File: src/hw/tfs_pkg.sv
// Package for the temperature fault supervisor: command codes, field
// layout of the fault action byte, reset values and the response states.
// Assumes a PMBus command layer that presents decoded command accesses.
package tfs_pkg;

	// Command codes of the supervisor's registers.
	localparam logic [7:0] TFS_CMD_HI_FAULT_THR = 8'h4F;
	localparam logic [7:0] TFS_CMD_HI_FAULT_ACT = 8'h50;
	localparam logic [7:0] TFS_CMD_HI_WARN_THR  = 8'h51;
	localparam logic [7:0] TFS_CMD_LO_WARN_THR  = 8'h52;
	localparam logic [7:0] TFS_CMD_LO_FAULT_THR = 8'h53;
	localparam logic [7:0] TFS_CMD_LO_FAULT_ACT = 8'h54;

	// Field positions inside a fault action byte.
	localparam int TFS_MODE_HI  = 7;
	localparam int TFS_MODE_LO  = 6;
	localparam int TFS_RETRY_HI = 5;
	localparam int TFS_RETRY_LO = 3;
	localparam int TFS_DELAY_HI = 2;
	localparam int TFS_DELAY_LO = 0;

	// Response modes.
	localparam logic [1:0] TFS_MODE_IGNORE = 2'h0;
	localparam logic [1:0] TFS_MODE_CONT   = 2'h1;
	localparam logic [1:0] TFS_MODE_OFF    = 2'h2;
	localparam logic [1:0] TFS_MODE_HOLD   = 2'h3;
	localparam logic [2:0] TFS_NO_RETRY    = 3'h0;

	// Reset values, limits in the linear numeric format.
	localparam logic [7:0]  TFS_RST_ACT         = 8'h80;
	localparam logic [15:0] TFS_RST_HI_FAULT    = 16'h007D;
	localparam logic [15:0] TFS_RST_HI_WARN     = 16'h0069;
	localparam logic [15:0] TFS_RST_LO_WARN     = 16'h07E7;
	localparam logic [15:0] TFS_RST_LO_FAULT    = 16'h07D8;

	// Linear format conversion: fixed point with this many fraction bits.
	localparam logic [5:0]  TFS_FRAC_BITS       = 6'h10;

	// Status bit positions.
	localparam int TFS_ST_HI_FAULT = 0;
	localparam int TFS_ST_HI_WARN  = 1;
	localparam int TFS_ST_LO_WARN  = 2;
	localparam int TFS_ST_LO_FAULT = 3;
	localparam int TFS_ST_W        = 4;

	// Channel numbers of the two fault responders.
	localparam int TFS_CH_HI = 0;
	localparam int TFS_CH_LO = 1;

	typedef enum logic [2:0] {
		TFS_RUN,
		TFS_CONT,
		TFS_WAIT,
		TFS_HOLD,
		TFS_LATCH
	} tfs_state_e;

endpackage

File: src/hw/tfs_supervisor.sv
// Temperature fault supervisor: limit and action registers, comparison of
// each temperature reading against them, and the fault response engine.
// Assumes a command layer on the same clock, a reading source on the same
// clock, and the time unit length supplied from its own register.
//
// Functional notes
// Mode 00 keeps output running on fault.
// Mode 01 runs for delay, then retries.
// Mode 10 disables at once, then retries.
// Mode 11 holds off until fault clears.
// Retry 000 latches output off until cleared.
// Nonzero retry field counts restart attempts.
// Delay code n gives two-to-n units.
// Delay used for run time and retry gap.
// Unit length comes from separate register.
// Any fault drives alert low, sets status.
// High fault action byte at command 50.
// High fault threshold at command 4F.
// High warning threshold at command 51.
// Low warning threshold at command 52.
// Low fault threshold at command 53.
// Low fault action at 54, same fields.
// Readings compared against warning thresholds.
`timescale 1ns/100ps

module tfs_supervisor
#(
	parameter int UNIT_W = 16
)
(
	input  wire logic              core_clk_i,         // 10 MHz clock
	input  wire logic              rst_b_i,            // Async reset, low
	input  wire logic              cmd_valid_i,        // Command access
	input  wire logic              cmd_write_i,        // 1 write, 0 read
	input  wire logic [7:0]        cmd_code_i,         // Command code
	input  wire logic [15:0]       cmd_wdata_i,        // Write data
	output logic      [15:0]       cmd_rdata_o,        // Read data
	output logic                   cmd_ack_o,          // Access accepted
	output logic                   cmd_nack_o,         // Unknown code
	input  wire logic              temp_valid_i,       // New reading
	input  wire logic [15:0]       temp_i,             // Reading, linear
	input  wire logic [UNIT_W-1:0] unit_cycles_i,      // Cycles per unit
	input  wire logic              clear_faults_i,     // Clear status
	output logic                   output_enable_o,    // Converter on
	output logic                   alert_n_o,          // Alert, low
	output logic [tfs_pkg::TFS_ST_W-1:0] status_o      // Sticky flags
);

	import tfs_pkg::*;

	// Linear format word to signed fixed point with sixteen fraction bits.
	function automatic logic signed [47:0] lin_val(input logic [15:0] w);
		logic signed [47:0] m;
		logic [5:0]         sh;
		m  = {{37{w[10]}}, w[10:0]};
		sh = 6'({w[15], w[15:11]} + TFS_FRAC_BITS);
		lin_val = m <<< sh;
	endfunction

	logic [7:0]  hi_act_r;
	logic [7:0]  lo_act_r;
	logic [15:0] hi_fault_thr_r;
	logic [15:0] hi_warn_thr_r;
	logic [15:0] lo_warn_thr_r;
	logic [15:0] lo_fault_thr_r;
	logic [15:0] rdata_nxt;
	logic        hit;

	wire wr = cmd_valid_i && cmd_write_i;

	// command decode
	wire wr_hi_act   = wr && cmd_code_i == TFS_CMD_HI_FAULT_ACT;
	wire wr_lo_act   = wr && cmd_code_i == TFS_CMD_LO_FAULT_ACT;
	wire wr_hi_fault = wr && cmd_code_i == TFS_CMD_HI_FAULT_THR;
	wire wr_hi_warn  = wr && cmd_code_i == TFS_CMD_HI_WARN_THR;
	wire wr_lo_warn  = wr && cmd_code_i == TFS_CMD_LO_WARN_THR;
	wire wr_lo_fault = wr && cmd_code_i == TFS_CMD_LO_FAULT_THR;

	always_comb
	begin
		hit       = 1'b1;
		rdata_nxt = 16'h0000;
		unique case (cmd_code_i)
			TFS_CMD_HI_FAULT_THR: rdata_nxt = hi_fault_thr_r;
			TFS_CMD_HI_FAULT_ACT: rdata_nxt = {8'h00, hi_act_r};
			TFS_CMD_HI_WARN_THR:  rdata_nxt = hi_warn_thr_r;
			TFS_CMD_LO_WARN_THR:  rdata_nxt = lo_warn_thr_r;
			TFS_CMD_LO_FAULT_THR: rdata_nxt = lo_fault_thr_r;
			TFS_CMD_LO_FAULT_ACT: rdata_nxt = {8'h00, lo_act_r};
			default:              hit = 1'b0;
		endcase
	end

	always_ff @(posedge core_clk_i or negedge rst_b_i)
	begin
		if (!rst_b_i)
		begin
			hi_act_r       <= TFS_RST_ACT;
			lo_act_r       <= TFS_RST_ACT;
			hi_fault_thr_r <= TFS_RST_HI_FAULT;
			hi_warn_thr_r  <= TFS_RST_HI_WARN;
			lo_warn_thr_r  <= TFS_RST_LO_WARN;
			lo_fault_thr_r <= TFS_RST_LO_FAULT;
		end
		else
		begin
			if (wr_hi_act)
				hi_act_r <= cmd_wdata_i[7:0];
			if (wr_lo_act)
				lo_act_r <= cmd_wdata_i[7:0];
			if (wr_hi_fault)
				hi_fault_thr_r <= cmd_wdata_i;
			if (wr_hi_warn)
				hi_warn_thr_r <= cmd_wdata_i;
			if (wr_lo_warn)
				lo_warn_thr_r <= cmd_wdata_i;
			if (wr_lo_fault)
				lo_fault_thr_r <= cmd_wdata_i;
		end
	end

	// Reads return the value held at the access; write accesses return zero.
	always_ff @(posedge core_clk_i or negedge rst_b_i)
	begin
		if (!rst_b_i)
		begin
			cmd_rdata_o <= 16'h0000;
			cmd_ack_o   <= 1'b0;
			cmd_nack_o  <= 1'b0;
		end
		else
		begin
			cmd_ack_o   <= cmd_valid_i && hit;
			cmd_nack_o  <= cmd_valid_i && !hit;
			cmd_rdata_o <= (cmd_valid_i && !cmd_write_i) ? rdata_nxt
			                                             : 16'h0000;
		end
	end

	// Comparison of each reading; levels hold until the next reading.
	logic [TFS_ST_W-1:0] level_r;
	logic [TFS_ST_W-1:0] level_nxt;
	logic [TFS_ST_W-1:0] status_nxt;

	wire logic signed [47:0] t_val = lin_val(temp_i);

	always_comb
	begin
		level_nxt = level_r;
		if (temp_valid_i)
		begin
			level_nxt[TFS_ST_HI_FAULT] = t_val > lin_val(hi_fault_thr_r);
			// warning compares
			level_nxt[TFS_ST_HI_WARN]  = t_val > lin_val(hi_warn_thr_r);
			level_nxt[TFS_ST_LO_WARN]  = t_val < lin_val(lo_warn_thr_r);
			level_nxt[TFS_ST_LO_FAULT] = t_val < lin_val(lo_fault_thr_r);
		end
	end

	// sticky status, set wins over clear
	assign status_nxt = (status_o & ~{TFS_ST_W{clear_faults_i}}) | level_r;

	always_ff @(posedge core_clk_i or negedge rst_b_i)
	begin
		if (!rst_b_i)
		begin
			level_r   <= '0;
			status_o  <= '0;
			alert_n_o <= 1'b1;
		end
		else
		begin
			level_r   <= level_nxt;
			status_o  <= status_nxt;
			// alert pulled low
			alert_n_o <= ~|status_nxt;
		end
	end

	// time unit divider, length from the separate unit register
	logic [UNIT_W-1:0] unit_cnt_r;
	logic              unit_tick_r;

	wire unit_end = unit_cnt_r + 1'b1 >= unit_cycles_i;

	always_ff @(posedge core_clk_i or negedge rst_b_i)
	begin
		if (!rst_b_i)
		begin
			unit_cnt_r  <= '0;
			unit_tick_r <= 1'b0;
		end
		else
		begin
			unit_cnt_r  <= unit_end ? '0 : unit_cnt_r + 1'b1;
			unit_tick_r <= unit_end;
		end
	end

	// Fault response engines, one per fault channel.
	tfs_state_e st_r   [2];
	tfs_state_e st_nxt [2];
	logic [7:0] tmr_r  [2];
	logic [7:0] tmr_nxt[2];
	logic [2:0] left_r [2];
	logic [2:0] left_nxt[2];
	logic [1:0] run_ok;

	genvar g;
	generate
		for (g = 0; g < 2; g++)
		begin : g_ch
			wire [7:0] act   = (g == TFS_CH_LO) ? lo_act_r : hi_act_r;
			wire       flt   = (g == TFS_CH_LO) ? level_r[TFS_ST_LO_FAULT]
			                                    : level_r[TFS_ST_HI_FAULT];
			wire [1:0] mode  = act[TFS_MODE_HI:TFS_MODE_LO];
			wire [2:0] retry = act[TFS_RETRY_HI:TFS_RETRY_LO];
			// power-of-two delay decode
			wire [7:0] load  = 8'h01 << act[TFS_DELAY_HI:TFS_DELAY_LO];
			wire       done  = unit_tick_r && tmr_r[g] == 8'h01;

			always_comb
			begin
				st_nxt[g]   = st_r[g];
				tmr_nxt[g]  = tmr_r[g];
				left_nxt[g] = left_r[g];
				if (unit_tick_r && tmr_r[g] != 8'h00)
					tmr_nxt[g] = tmr_r[g] - 8'h01;
				unique case (st_r[g])
					TFS_RUN:
						if (flt)
						begin
							unique case (mode)
								// ignore fault
								TFS_MODE_IGNORE: st_nxt[g] = TFS_RUN;
								// continue for the delay
								TFS_MODE_CONT:
								begin
									st_nxt[g]  = TFS_CONT;
									tmr_nxt[g] = load;
								end
								// disable at once
								TFS_MODE_OFF:
								begin
									st_nxt[g]   = (retry == TFS_NO_RETRY)
									              ? TFS_LATCH : TFS_WAIT;
									tmr_nxt[g]  = load;
									left_nxt[g] = retry;
								end
								// hold while fault persists
								TFS_MODE_HOLD: st_nxt[g] = TFS_HOLD;
							endcase
						end
					TFS_CONT:
						if (!flt)
							st_nxt[g] = TFS_RUN;
						// fault outlasted the delay
						else if (done)
						begin
							st_nxt[g]   = (retry == TFS_NO_RETRY)
							              ? TFS_LATCH : TFS_WAIT;
							tmr_nxt[g]  = load;
							left_nxt[g] = retry;
						end
					TFS_WAIT:
						// restart attempt after each gap
						if (done)
						begin
							if (!flt)
								st_nxt[g] = TFS_RUN;
							else if (left_r[g] == 3'h1)
								st_nxt[g] = TFS_LATCH;
							else
							begin
								left_nxt[g] = left_r[g] - 3'h1;
								tmr_nxt[g]  = load;
							end
						end
					// resume when fault gone
					TFS_HOLD:
						if (!flt)
							st_nxt[g] = TFS_RUN;
					// stay off until cleared
					TFS_LATCH:
						if (clear_faults_i && !flt)
							st_nxt[g] = TFS_RUN;
				endcase
			end

			always_ff @(posedge core_clk_i or negedge rst_b_i)
			begin
				if (!rst_b_i)
				begin
					st_r[g]   <= TFS_RUN;
					tmr_r[g]  <= 8'h00;
					left_r[g] <= 3'h0;
				end
				else
				begin
					st_r[g]   <= st_nxt[g];
					tmr_r[g]  <= tmr_nxt[g];
					left_r[g] <= left_nxt[g];
				end
			end

			assign run_ok[g] = st_nxt[g] == TFS_RUN || st_nxt[g] == TFS_CONT;
		end
	endgenerate

	always_ff @(posedge core_clk_i or negedge rst_b_i)
	begin
		if (!rst_b_i)
			output_enable_o <= 1'b1;
		else
			output_enable_o <= &run_ok;
	end

endmodule

File: config.mk
export PLATFORM = sky130hd
export DESIGN_NAME = tfs_supervisor
export DESIGN_NICKNAME = d
export VERILOG_FILES = /design/src/hw/tfs_pkg.sv /design/src/hw/tfs_supervisor.sv
export SDC_FILE = /design/constraint.sdc
export NUM_CORES = 1
export LEC_CHECK = 0
export ABC_AREA = 1
export BUFFER_PORTS_ARGS = -buffer_cell sky130_fd_sc_hd__buf_2
export CORE_MARGIN = 2
export CORE_UTILIZATION = 28
export CTS_BUF_LIST = sky130_fd_sc_hd__clkbuf_4 sky130_fd_sc_hd__clkbuf_8 sky130_fd_sc_hd__clkbuf_16
export DETAILED_ROUTE_END_ITERATION = 10
export REMOVE_ABC_BUFFERS = 1
export SLEW_MARGIN = 20
export SYNTH_ARGS = -nofsm -noshare
export SYNTH_HDL_FRONTEND = slang
export SYNTH_SLANG_ARGS = --single-unit
File: constraint.sdc
create_clock -name core_clk_i -period 6.41 [get_ports core_clk_i]
set_input_delay 0.3205 -clock core_clk_i [delete_from_list [all_inputs] [get_ports core_clk_i]]
set_output_delay 0.3205 -clock core_clk_i [all_outputs]
set_load 0.01 [all_outputs]
==> impl_metrics.env <==
export IMPL_grt_pass1_vias=14400
export IMPL_slew_headroom_pct=23.0
export IMPL_buffer_ports_inserted=85
export IMPL_ir_drop_mv=0.124
export IMPL_total_power_mw=3.12
export IMPL_clock_tree_buffer_depth=2
export IMPL_critical_path_buf_inv_count=1
export IMPL_total_leakage_power_nw=8.07
export IMPL_portion_of_the_clock_cycle_consumed_by_the_worst_path_in_the_final_layout_pct=61.3
export IMPL_synth_cell_types=61
export IMPL_cts_sinks=153
export IMPL_yosys_warnings=0
export IMPL_die_height_um=242
export IMPL_antenna_found_initial=3
export IMPL_drv_max_cap_violation_count=0
export IMPL_dr_total_vias=15900
export IMPL_timing_hold_worst_class="input port to register"
export IMPL_drt_first_pass_iters=7
export IMPL_cp_top_family="compound AO/OA/AOI/OAI gates"
export IMPL_tritoncts="yes"
export IMPL_dp_hpwl_um=42500
export IMPL_drt_wirelength_per_cell_um=17.1
export IMPL_top_cell_by_count_worst_path="sky130_fd_sc_hd__nand2_1"
export IMPL_floorplan_core_area_mm2=0.0562
export IMPL_syn_to_final_growth_pct=10.3
export IMPL_first_iter_violations=1605
export IMPL_drc=0
export IMPL_post_route_cells_drive_above_1_share_pct=9.54
export IMPL_gr_total_overflow=0
export IMPL_cpMaxStageDelayCell="sky130_fd_sc_hd__dfrtp_1"
export IMPL_avgSynthCellArea_um2=6.69
export IMPL_initial_utilization_pct=28.3
export IMPL_path_clk_slew_ns=0.07
export IMPL_unrepaired_setup_endpoints_after_global_routing="false"
export IMPL_finalNetCount=2650
export IMPL_gp_routability_congestion=0.953
export IMPL_routed_wl_um=53900
export IMPL_cts_buffers_inserted=17
export IMPL_final_antenna_net_count=0
export IMPL_run_status="finished, final reports clean"
export IMPL_grt_total_usage_pct=18.1
export IMPL_critPathMaxFanout=24
export IMPL_insertion_delay_ns=0.45
export IMPL_worst_slew_pin_transition_ns=1.15
export IMPL_dominantRegCellSynth="sky130_fd_sc_hd__dfrtp_1"
export IMPL_finalHoldViolCount=0
export IMPL_rows=87
export IMPL_pin_count_of_the_biggest_net_entering_global_routing=54
export IMPL_viasPerCell=5.04
export IMPL_startpoint_type="register"
export IMPL_timing_critical_path_required_ns=6.75
export IMPL_die_width_um=242
export IMPL_boundaryPins=86
export IMPL_mappedNetlistArea_mm2=0.0159
export IMPL_timing_max_transition_violations_final=0
export IMPL_placed_cell_area_mm2=0.0169
export IMPL_worst_setup_path_end_kind="register"
export IMPL_max_freq_ghz=0.255
export IMPL_synth_seq_area_share_pct=24.4
export IMPL_crit_path_max_incr_delay_ns=0.77
export IMPL_cellPowerDensity_mw_per_mm2=178
export IMPL_number_of_storage_elements_in_the_synthesis_netlist=153
export IMPL_totalNegativeSetupSlack_ns=0
export IMPL_first_pass_grt_wire_length_um=83200
export IMPL_timing_final_setup_violations=0
export IMPL_fin_worst_skew_ns=0.0129
export IMPL_crit_arrival_ns=4.27
export IMPL_async_reset_ff_share_pct=100
export IMPL_number_of_flops_mapped_to_enable_cells_by_yosys=0
export IMPL_clock_root_buffer="sky130_fd_sc_hd__clkbuf_16"
export IMPL_post_cts_repair_timing_setup_buffer_count=0
export IMPL_final_cell_area_mm2=0.0175
export IMPL_syn_inst=2371
export IMPL_htree_num_levels=4
export IMPL_period_needed_ns=3.93
export IMPL_design_die_area_mm2=0.0586
export IMPL_worstPathCellList="nor2_1 -> a21oi_1 -> mux2i_1 -> nand2_1 -> o21ai_0 -> nand2_1 -> o21ai_0 -> o21ai_0 -> inv_1 -> ha_1 -> a21oi_1 -> o21ai_0 -> nand3_1 -> nand2_1 -> nand3_1 -> o211ai_1 -> a21boi_0 -> nand2_1 -> nand2_1 -> nand2_1 -> nand2_1 -> nand2_1"
export IMPL_worst_setup_path_type="register to register"
-- cells by family after synthesis --
| logic type | after synthesis | synth area share, % |
|---|---|---|
| simple gates | 930 | 25.5 |
| compound gates | 661 | 22.5 |
| buf+inv | 385 | 9.30 |
| fa+ha+maj | 200 | 15.8 |
| flops | 153 | 24.4 |
| mux | 24 | 1.51 |
| xor+xnor | 18 | 0.994 |
-- cells in the mapped netlist (16+ instances only) --
master / number / area, um2
sky130_fd_sc_hd__o22ai_1: 22 / 138
sky130_fd_sc_hd__nand4_1: 32 / 200
sky130_fd_sc_hd__dfstp_2: 30 / 788
sky130_fd_sc_hd__or2_2: 33 / 206
sky130_fd_sc_hd__buf_2: 16 / 80.1
sky130_fd_sc_hd__nand2_1: 559 / 2100
sky130_fd_sc_hd__nand3_1: 92 / 460
sky130_fd_sc_hd__nor2_1: 151 / 567
sky130_fd_sc_hd__mux2i_1: 24 / 240
sky130_fd_sc_hd__a21oi_1: 157 / 786
sky130_fd_sc_hd__nor3_1: 17 / 85.1
sky130_fd_sc_hd__inv_1: 273 / 1020
sky130_fd_sc_hd__ha_1: 200 / 2500
sky130_fd_sc_hd__o21ai_0: 395 / 1980
sky130_fd_sc_hd__dfrtp_1: 123 / 3080
sky130_fd_sc_hd__clkbuf_1: 76 / 285
-- what timing repair did --
action / CTS / global route
endpoints found under the setup margin: 0 / 0
endpoints found under the hold margin: 46 / 0
gates resized for setup: 0 / 0
hold buffers: 1 / 0
-- worst paths after layout --
kind / from / to / slack (ns) / cells past startpoint
setup / recovery: lo_warn_thr_r[11] / level_r[2] / 2.48 / 22
hold / removal: cmd_valid_i / cmd_nack_o / 0.17 / 3
setup reg to reg: lo_warn_thr_r[11] / level_r[2] / 2.48 / 22
hold reg to reg: lo_fault_thr_r[2] / lo_fault_thr_r[2] / 0.49 / 2
max in group asynchronous: rst_b_i / left_r[1] / 4.92 / 3
min in group asynchronous: rst_b_i / cmd_rdata_o[3] / 0.40 / 2
-- sequential cells by signal (all words and copies together) (netlist names) --
name             count
cmd_rdata_o         16
g_ch.act            16
hi_fault_thr_r      16
hi_warn_thr_r       16
lo_fault_thr_r      16
lo_warn_thr_r       16
tmr_r               16
unit_cnt_r          16
left_r               6
st_r                 6
level_r              4
status_o             4
alert_n_o            1
cmd_ack_o            1
cmd_nack_o           1
output_enable_o      1
unit_tick_r          1
-- cell type report --
cell class / instances / area, um2
Clock buffer: 19 / 447
Tap cell: 756 / 946
Multi-Input combinational cell: 1833 / 10500
Clock inverter: 13 / 134
Sequential cell: 153 / 3870
Inverter: 289 / 1090
Antenna cell: 1 / 2.50
Timing Repair Buffer: 94 / 502
Fill cell: 6280 / 38700
-- cell usage in the layout, fill, tap and decap left out, types with 4 or more instances in the layout --
master,n
sky130_fd_sc_hd__nand2_1,559
sky130_fd_sc_hd__o22ai_1,22
sky130_fd_sc_hd__ha_1,200
sky130_fd_sc_hd__nand3b_1,4
sky130_fd_sc_hd__a211oi_1,5
sky130_fd_sc_hd__buf_4,8
sky130_fd_sc_hd__xor2_1,13
sky130_fd_sc_hd__a221oi_1,14
sky130_fd_sc_hd__a31oi_1,11
sky130_fd_sc_hd__mux2i_1,24
sky130_fd_sc_hd__nand2_2,4
sky130_fd_sc_hd__a21o_1,4
sky130_fd_sc_hd__dfstp_2,30
sky130_fd_sc_hd__inv_1,273
sky130_fd_sc_hd__nor4_2,4
sky130_fd_sc_hd__nor2_1,151
sky130_fd_sc_hd__dfrtp_1,123
sky130_fd_sc_hd__inv_2,10
sky130_fd_sc_hd__o21ai_1,11
sky130_fd_sc_hd__o21ai_0,395
sky130_fd_sc_hd__buf_2,84
sky130_fd_sc_hd__inv_6,4
sky130_fd_sc_hd__clkbuf_16,17
sky130_fd_sc_hd__o21a_1,5
sky130_fd_sc_hd__nand4_1,32
sky130_fd_sc_hd__o211ai_1,10
sky130_fd_sc_hd__or2_2,33
sky130_fd_sc_hd__nor4_1,11
sky130_fd_sc_hd__a21oi_1,157
sky130_fd_sc_hd__nor3_1,17
sky130_fd_sc_hd__xnor2_1,5
sky130_fd_sc_hd__nand3_1,92
sky130_fd_sc_hd__nor3_2,5
sky130_fd_sc_hd__clkinv_1,5
sky130_fd_sc_hd__nor2_2,4
-- power by group --
| part | switching, mW | total (mW) | internal (mW) |
|---|---|---|---|
| sequential | 0.0816 | 1.12 | 1.04 |
| combinational | 0.637 | 0.981 | 0.344 |
| clock | 0.455 | 1.01 | 0.560 |
| total | 1.17 | 3.12 | 1.95 |
-- metrics by stage --
stage	hold WS [ns]	instances	util (%)	setup WS (ns)
3_5_place_dp	0.324	3124	30.1	2.55
4_1_cts	0.148	3157	31.2	2.61
3_3_place_gp	0.316	3124	30.1	2.59
6_report	0.166	3158	31.2	2.48
5_1_grt	0.189	3157	31.2	2.09
2_1_floorplan	0.0249	2275	-	3.45
-- per-layer routing --
metal  vias to the layer above  global-route usage (%)  share of wire [%]
met5                         -                       0              0.050
met4                         4                    6.03                3.1
met3                        91                    3.89                7.4
met2                       536                    28.0                 43
met1                      7238                    24.9                 46
li1                       8054                       -                  -
-- tightest hold or removal path, cell delays in order --
cell and delay (ns):
sky130_fd_sc_hd__buf_2 0.12, sky130_fd_sc_hd__inv_1 0.08, sky130_fd_sc_hd__nor2_1 0.05
Power figures use the tool's default switching activity.
